`src/core/stack_fault_regs.svh`:
```
// Constants for the stack fault, shadow register and table access unit
`ifndef STACK_FAULT_REGS_SVH
`define STACK_FAULT_REGS_SVH
`define DATA_W        8
`define STATUS_RST    8'h00
`define WORK_RST      8'h00
`define BANK_RST      8'h00
`define TABLE_BYTE_POINTER_W      22
`define TABLE_BYTE_POINTER_RST    22'h000000
`define TBLLAT_RST    8'h00
`define PCLO_RST      8'h00
`define RST_PULSE_CYC 4'h2
`endif

```
`src/core/stack_fault_pkg.sv`:
```
// Types shared by the stack fault and shadow register unit
package stack_fault_pkg;
  // Core register triple saved into the shadows
  typedef struct packed {
    logic [7:0] status;
    logic [7:0] work;
    logic [7:0] bank;
  } core_regs_t;

  // Table access request from the sequencer
  typedef struct packed {
    logic        rd;
    logic        wr;
    logic        ptr_load;
    logic [21:0] ptr_val;
    logic        lat_load;
    logic [7:0]  lat_val;
  } table_req_t;

  // Fault reset sequencer states
  typedef enum logic [2:0] {
    FR_IDLE  = 3'b001,
    FR_FLAG  = 3'b010,
    FR_RESET = 3'b100
  } fault_state_t;
endpackage

```
`src/core/shadow_bank.sv`:
```
// One-level shadow copy of status, working and bank-select registers
`include "stack_fault_regs.svh"
module shadow_bank (
  // Clock and reset
  input  wire logic                      sys_clk,
  input  wire logic                      rst_b,
  // Save and restore controls
  input  wire logic                      save,
  input  wire logic                      restore,
  input  wire stack_fault_pkg::core_regs_t cur_regs,
  // Restore path back to the core
  output logic                           restore_vld,
  output stack_fault_pkg::core_regs_t    shadow_regs
);
  import stack_fault_pkg::*;

  core_regs_t shadow_ff;   // Single entry, never visible to software
  logic       restore_ff;  // Registered restore strobe

  ////////////////////////////////////////////////////////////////////////
  // Save overwrites whatever was held; no second level exists, so a nested
  // high priority entry clobbers a low priority save
  always_ff @(posedge sys_clk or negedge rst_b) begin
    if (!rst_b) begin
      shadow_ff  <= {`STATUS_RST, `WORK_RST, `BANK_RST};
      restore_ff <= 1'b0;
    end else begin
      if (save) begin
        shadow_ff <= cur_regs;
      end
      restore_ff <= restore & ~save;
    end
  end

  assign shadow_regs = shadow_ff;
  assign restore_vld = restore_ff;

  a_save_capture: assert property (@(posedge sys_clk) disable iff (!rst_b)
    save |=> shadow_ff == $past(cur_regs)) else $error("shadow not captured");
endmodule

```
`src/core/stack_fault_unit.sv`:
```
// Stack fault detection, fast register shadows, computed jump and table access
`include "stack_fault_regs.svh"

module stack_fault_unit (
  // Clock and resets
  input  wire logic                        sys_clk,
  input  wire logic                        rst_b,
  input  wire logic                        por_b,
  // Configuration
  input  wire logic                        stack_fault_reset_enable,
  // Stack events and software clears
  input  wire logic                        stack_full_evt,
  input  wire logic                        stack_underflow_evt,
  input  wire logic                        sw_clr_full,
  input  wire logic                        sw_clr_underflow,
  // Shadow controls
  input  wire logic                        int_vector,
  input  wire logic                        fast_call,
  input  wire logic                        fast_return,
  input  wire logic                        fast_return_from_interrupt,
  input  wire stack_fault_pkg::core_regs_t cur_regs,
  // Computed jump and literal return
  input  wire logic                        add_working_to_file,
  input  wire logic [7:0]                  program_counter_low_byte,
  input  wire logic                        return_with_literal,
  input  wire logic [7:0]                  literal_val,
  // Table access
  input  wire stack_fault_pkg::table_req_t tbl_req,
  input  wire logic [15:0]                 prog_word_rd,
  // Fault outputs
  output logic                             stack_full_flag,
  output logic                             stack_underflow_flag,
  output logic                             fault_reset_req,
  // Shadow restore
  output logic                             restore_vld,
  output stack_fault_pkg::core_regs_t      restore_regs,
  // Computed jump result
  output logic                             pcl_wr,
  output logic [7:0]                       pcl_new,
  // Literal return result
  output logic                             lit_ret_vld,
  output logic [7:0]                       lit_ret_val,
  // Table access results
  output logic [`TABLE_BYTE_POINTER_W-1:0]             table_byte_pointer,
  output logic [7:0]                       table_data_latch,
  output logic                             prog_byte_wr,
  output logic [`TABLE_BYTE_POINTER_W-1:0]             prog_byte_addr,
  output logic [7:0]                       prog_byte_data
);
  import stack_fault_pkg::*;

  ////////////////////////////////////////////////////////////////////////
  // Declarations
  logic          full_ff;          // Sticky stack full flag
  logic          unf_ff;           // Sticky underflow flag
  fault_state_t  fstate_ff;        // Fault reset sequencer
  fault_state_t  nxt_fstate;       // Next sequencer state
  logic [3:0]    rst_cnt_ff;       // Reset pulse length counter
  logic          rst_req_ff;       // Device reset request
  logic          pcl_wr_ff;        // Program counter low write strobe
  logic [7:0]    pcl_ff;           // New program counter low value
  logic          lit_vld_ff;       // Literal return strobe
  logic [7:0]    lit_ff;           // Literal delivered to caller
  logic [21:0]   ptr_ff;           // Table byte pointer
  logic [7:0]    lat_ff;           // Table data latch
  logic          pwr_ff;           // Program byte write strobe
  logic [21:0]   paddr_ff;         // Program byte address
  logic [7:0]    pdata_ff;         // Program byte data
  logic          core_regs_ret;    // Restore strobe from shadow
  core_regs_t    shadow_q;         // Shadow contents

  ////////////////////////////////////////////////////////////////////////
  // Decode
  wire any_evt     = stack_full_evt | stack_underflow_evt;
  wire shadow_save = int_vector | fast_call;
  wire shadow_rest = fast_return_from_interrupt | fast_return;
  wire [7:0] pcl_sum = program_counter_low_byte + cur_regs.work;
  // Low pointer bit picks which byte of the 16-bit word is read
  wire [7:0] rd_byte = ptr_ff[0] ? prog_word_rd[15:8] : prog_word_rd[7:0];
  wire nxt_full = stack_full_evt | (full_ff & ~sw_clr_full);
  wire nxt_unf  = stack_underflow_evt | (unf_ff & ~sw_clr_underflow);

  ////////////////////////////////////////////////////////////////////////
  // Sticky flags live on power-on reset only, so a fault reset leaves them
  // readable as the reset cause; an event in a clear cycle wins
  always_ff @(posedge sys_clk or negedge por_b) begin
    if (!por_b) begin
      full_ff <= 1'b0;
      unf_ff  <= 1'b0;
    end else begin
      full_ff <= nxt_full;
      unf_ff  <= nxt_unf;
    end
  end

  ////////////////////////////////////////////////////////////////////////
  // Fault sequencer: flag is set first, reset follows one cycle later
  always_comb begin
    nxt_fstate = fstate_ff;
    unique case (fstate_ff)
      FR_IDLE:  if (any_evt && stack_fault_reset_enable) nxt_fstate = FR_FLAG;
      FR_FLAG:  nxt_fstate = FR_RESET;
      FR_RESET: if (rst_cnt_ff == 4'h1) nxt_fstate = FR_IDLE;
      default:  nxt_fstate = FR_IDLE;
    endcase
  end

  // Sequencer state and reset pulse; held on power-on reset so the device
  // reset it drives cannot cut its own pulse short
  always_ff @(posedge sys_clk or negedge por_b) begin
    if (!por_b) begin
      fstate_ff  <= FR_IDLE;
      rst_cnt_ff <= 4'h0;
      rst_req_ff <= 1'b0;
    end else begin
      fstate_ff  <= nxt_fstate;
      rst_cnt_ff <= (fstate_ff == FR_FLAG) ? `RST_PULSE_CYC :
                    (rst_cnt_ff != 4'h0) ? rst_cnt_ff - 4'h1 : 4'h0;
      rst_req_ff <= (nxt_fstate == FR_RESET);
    end
  end

  ////////////////////////////////////////////////////////////////////////
  // Shadow registers
  shadow_bank u_shadow (
    .sys_clk     (sys_clk),
    .rst_b       (rst_b),
    .save        (shadow_save),
    .restore     (shadow_rest),
    .cur_regs    (cur_regs),
    .restore_vld (core_regs_ret),
    .shadow_regs (shadow_q)
  );

  ////////////////////////////////////////////////////////////////////////
  // Computed jump and literal return
  always_ff @(posedge sys_clk or negedge rst_b) begin
    if (!rst_b) begin
      pcl_wr_ff  <= 1'b0;
      pcl_ff     <= `PCLO_RST;
      lit_vld_ff <= 1'b0;
      lit_ff     <= 8'h00;
    end else begin
      pcl_wr_ff  <= add_working_to_file;
      if (add_working_to_file) pcl_ff <= pcl_sum;
      lit_vld_ff <= return_with_literal;
      if (return_with_literal) lit_ff <= literal_val;
    end
  end

  ////////////////////////////////////////////////////////////////////////
  // Table pointer and latch: one byte per operation
  always_ff @(posedge sys_clk or negedge rst_b) begin
    if (!rst_b) begin
      ptr_ff   <= `TABLE_BYTE_POINTER_RST;
      lat_ff   <= `TBLLAT_RST;
      pwr_ff   <= 1'b0;
      paddr_ff <= `TABLE_BYTE_POINTER_RST;
      pdata_ff <= 8'h00;
    end else begin
      if (tbl_req.ptr_load) ptr_ff <= tbl_req.ptr_val;
      // Read takes priority over a latch load in the same cycle
      if (tbl_req.rd) lat_ff <= rd_byte;
      else if (tbl_req.lat_load) lat_ff <= tbl_req.lat_val;
      pwr_ff <= tbl_req.wr & ~tbl_req.rd;
      if (tbl_req.wr) begin
        paddr_ff <= ptr_ff;
        pdata_ff <= lat_ff;
      end
    end
  end

  ////////////////////////////////////////////////////////////////////////
  // Outputs
  assign stack_full_flag      = full_ff;
  assign stack_underflow_flag = unf_ff;
  assign fault_reset_req      = rst_req_ff;
  assign restore_vld          = core_regs_ret;
  assign restore_regs         = shadow_q;
  assign pcl_wr               = pcl_wr_ff;
  assign pcl_new              = pcl_ff;
  assign lit_ret_vld          = lit_vld_ff;
  assign lit_ret_val          = lit_ff;
  assign table_byte_pointer   = ptr_ff;
  assign table_data_latch     = lat_ff;
  assign prog_byte_wr         = pwr_ff;
  assign prog_byte_addr       = paddr_ff;
  assign prog_byte_data       = pdata_ff;

  ////////////////////////////////////////////////////////////////////////
  // Assertions
  a_flag_before_rst: assert property (@(posedge sys_clk) disable iff (!por_b)
    (fstate_ff == FR_IDLE && any_evt && stack_fault_reset_enable) |=> (full_ff | unf_ff) ##1 rst_req_ff)
    else $error("fault reset not after flag");
  a_no_rst_disabled: assert property (@(posedge sys_clk) disable iff (!por_b)
    (fstate_ff == FR_IDLE && !stack_fault_reset_enable && any_evt) |=> ##1 !rst_req_ff)
    else $error("reset while disabled");
  a_flag_sticky: assert property (@(posedge sys_clk) disable iff (!por_b)
    (full_ff && !sw_clr_full) |=> full_ff) else $error("full flag lost");
  a_evt_sets_unf: assert property (@(posedge sys_clk) disable iff (!por_b)
    stack_underflow_evt |=> unf_ff) else $error("underflow flag not set");
  a_restore_value: assert property (@(posedge sys_clk) disable iff (!rst_b)
    shadow_save ##1 (fast_return_from_interrupt && !shadow_save) |=>
    restore_vld && restore_regs == $past(cur_regs, 2)) else $error("restore mismatch");
  a_vector_saves: assert property (@(posedge sys_clk) disable iff (!rst_b)
    int_vector |=> restore_regs == $past(cur_regs))
    else $error("vector save lost");
  a_pcl_advance: assert property (@(posedge sys_clk) disable iff (!rst_b)
    add_working_to_file |=> pcl_wr && pcl_new == $past(program_counter_low_byte) + $past(cur_regs.work))
    else $error("pcl advance wrong");
  a_literal_ret: assert property (@(posedge sys_clk) disable iff (!rst_b)
    return_with_literal |=> lit_ret_vld && lit_ret_val == $past(literal_val)) else $error("literal lost");
  a_table_byte: assert property (@(posedge sys_clk) disable iff (!rst_b)
    (tbl_req.rd && ptr_ff[0]) |=> table_data_latch == $past(prog_word_rd[15:8])) else $error("high byte wrong");
endmodule

```
`config.mk`:
```
export PLATFORM = sky130hd
export DESIGN_NAME = stack_fault_unit
export DESIGN_NICKNAME = d
export VERILOG_FILES = /design/src/core/stack_fault_pkg.sv /design/src/core/shadow_bank.sv /design/src/core/stack_fault_unit.sv
export VERILOG_INCLUDE_DIRS = /design/src /design/src/core
export SDC_FILE = /design/constraint.sdc
export NUM_CORES = 1
export LEC_CHECK = 0
export BUFFER_PORTS_ARGS = -buffer_cell sky130_fd_sc_hd__buf_2
export CAP_MARGIN = 20
export CORE_ASPECT_RATIO = 0.7
export CORE_MARGIN = 5
export CORE_UTILIZATION = 47
export DETAILED_ROUTE_END_ITERATION = 7
export PLACE_DENSITY = 0.86
export SYNTH_ARGS = -nofsm -noshare
export SYNTH_HDL_FRONTEND = slang
export SYNTH_SLANG_ARGS = --single-unit
```
`constraint.sdc`:
```
create_clock -name sys_clk -period 1.4 [get_ports sys_clk]
set_input_delay 0.07 -clock sys_clk [delete_from_list [all_inputs] [get_ports sys_clk]]
set_output_delay 0.07 -clock sys_clk [all_outputs]
set_load 0.005 [all_outputs]
```
==> flow_summary.toml <==
[cts]
numCtsBuffers = 17
clkLatencyLatePin_ns = 0.40
clk_path_buf_depth = 2
cts_tree = "yes"
clkTransAtPathRegs_ns = 0.06
post-cts-setup-buffers = 0
clkSinkCount = 114
cts-root-buf = "clkbuf_16"
htreeDepth = 4

[cells_and_area]
most-common-layout-cells = "buf_2, dfrtp_1, dlygate4sd3_1, mux2_2, mux2_1"
multi_input_area_um2 = 1757
fin_area_um2 = 7431
syn2layout_area_growth_pct = 57.70
layout.area.seq_um2 = 2855
final_layout_size_suffix_gt1_share_pct = 48.78
nNetsFinal = 755
fin_util_pct = 76.14
finalNonFillerCells = 786
layout_commonest_cell = "buf_2"
fillers = 600

[synthesis]
synth-xor-area-share_pct = 0.3717
yosys_register_bits = 114
syn_nets = 445
ys_warn_count = 0
synth_top_family_by_area = "multiplexers"
synth_edf_count = 0
synth_fa_ha_area_share_pct = 2.284
synth_compound_area_share_pct = 7.754
synth.avg_cell_area_um2 = 14.15
yosys.area_share.simple_pct = 4.541
synth_cells = 333
synth_cell_type_count = 44
seq_area_frac_synth_pct = 60.57
yosys_most_used_dff = "dfrtp_1"
postSynth.asyncResetShare_pct = 100.0
synthMuxAreaShare_pct = 22.01
syn_area_um2 = 4712

[grt]
use_met1_pct = 26.13
antenna_found_initial = 1
grt.overflow.total = 0
grt_use_met3_pct = 6.818
grt_pass1_vias = 4345
grt_pass1_wl_um = 21960
grt_use_total_pct = 23.35
grt_max_degree = 105
grt.busiest_layer = "met2"
met2_usage_pct = 41.60

[power_and_ir_drop]
p_leak_nw = 3.554
vdd_drop_max_uv = 853.5
total_power_mw = 9.729
p_per_area_nw_per_um2 = 1309

[setup_path]
cp-startpoint = "add_working_to_file"
crit_type = "input pin to flip-flop"
critical_path_required_ns = 1.66
critPathLaunchType = "input pin"
crit_chain = "dlygate4sd3_1 -> buf_2 -> inv_1 -> nor4_1 -> a311oi_1 -> o211ai_2"
path_max_fanout = 7
end_kind = "flip-flop"
crit_arrival_ns = 1.51
rr_startpoint = "stack_full_flag"
crit_slowest_cell = "dlygate4sd3_1"
r2r_cells = 2
cpPeakStageDelay_ns = 0.54

[placed_design]
dp.cells = 668
hpwlAfterDp_um = 8754
place_area_um2 = 6002
place.gp.congestion = 0.8394
pre_cts_ws_ns = -0.1908
io_buffers = 210

[timing]
holdWs_ns = 0.03776
final_hold_viol_count = 0
relSlewSlack_pct = 63.64
fin_tns_setup_ns = 0
finalCritPeriodShare_pct = 89.37
slew_violations = 0
worstMarginPinSlew_ns = 0.5454
finalSetupViolations = 0
rsz0062_at_grt = "no"
final_period_minus_worst_setup_slack_ns = 1.251
fin_ws_ns = 0.1489
fin_skew_ns = 0.003849
max_freq_mhz = 799.3

[min_path]
hp-class = "input pin to flip-flop"
min_path_cells = 3
hold_start = "stack_fault_reset_enable"

[drt]
vias_per_cell = 5.059
drt_wl_total_um = 13870
route.detailed.drc = 0
vias = 3976
drtIter0Drc = 187
drtAntennaViolNets = 0
wl_per_cell_um = 17.65
firstDrtPassIters = 4

[floorplan]
start_util_pct = 48.28
fp.dieArea_um2 = 12160
fp.dieW_um = 129.7
core_um2 = 9759
die_h_um = 93.78
core.rowCount = 30
pin_count = 211

[run]
maxCapViolCount = 0

[outcome]
status = "finished clean"
[Yosys cell counts, types with 5 or more instances]
master    count  area (µm²)
a21oi_1      12       60.06
ha_1          7       87.58
nand2_1       7       26.28
mux2_1       24       270.3
dfrtp_1     113        2828
nor3_1        5       25.02
mux2_2       61       686.9
nor2b_1      10       62.56
mux2i_1       8       80.08
inv_1        12       45.04
a211oi_1     11       82.58
buf_2         9       45.04
[worst max-delay path: cells and delay by family]
kind | cells | cell delay [ns]
buffers and inverters | 3 | 0.87
and+or+nand+nor | 1 | 0.07
AOI/OAI and AO/OA | 2 | 0.50
[power by group]
part           leakage [nW]  internal, mW  total, mW  switching (mW)
registers              1.34          3.70       3.95           0.250
clock network         0.282          2.74       4.16            1.42
logic                  1.93         0.916       1.61           0.698
[flip-flops by register name (all words and copies together) (netlist names)]
signal / flops
prog_byte_data: 8
pcl_wr: 1
rst_cnt_ff: 4
table_data_latch: 8
stack_underflow_flag: 1
stack_full_flag: 1
table_byte_pointer: 22
u_shadow.restore_vld: 1
fstate_ff: 3
lit_ret_val: 8
lit_ret_vld: 1
u_shadow.shadow_regs: 24
pcl_new: 8
prog_byte_addr: 22
fault_reset_req: 1
prog_byte_wr: 1
[cells by family after synthesis]
kind of cell             after synthesis
flip-flops                           114
multiplexers                          93
AO/OA/AOI/OAI                         51
AND/OR/NAND/NOR                       39
buffers and inverters                 26
adder cells (fa/ha/maj)                8
XOR/XNOR                               2
[layout make-up]
type	count	area share, %
Clock buffer	22	6.382
Clock inverter	10	1.448
Inverter	12	0.6062
Timing Repair Buffer	305	27.28
Multi-Input combinational cell	193	23.64
Sequential cell	114	38.42
Antenna cell	2	0.06735
Tap cell	128	2.155
[layer usage]
metal  routed length (µm)  part of all wire [%]
met5                    0                     0
met1                 5325                    38
met4                  293                   2.1
met3                  918                   6.6
met2                 7335                    53
[final timing paths]
path | slack, ns | endpoint
min reg2reg | 0.48 | pcl_new[4]
min | 0.04 | fstate_ff[1]
max | 0.15 | pcl_new[6]
min in group asynchronous | 0.06 | fstate_ff[1]
max reg2reg | 0.22 | stack_full_flag
max in group asynchronous | 0.70 | pcl_new[0]
[what timing repair did]
action	4_1_cts	5_1_grt
endpoints found under the setup margin	0	1
resized for setup	0	1
hold buffers	83	1
hold endpoints to repair	181	1
(Power assumes the default switching activity.)
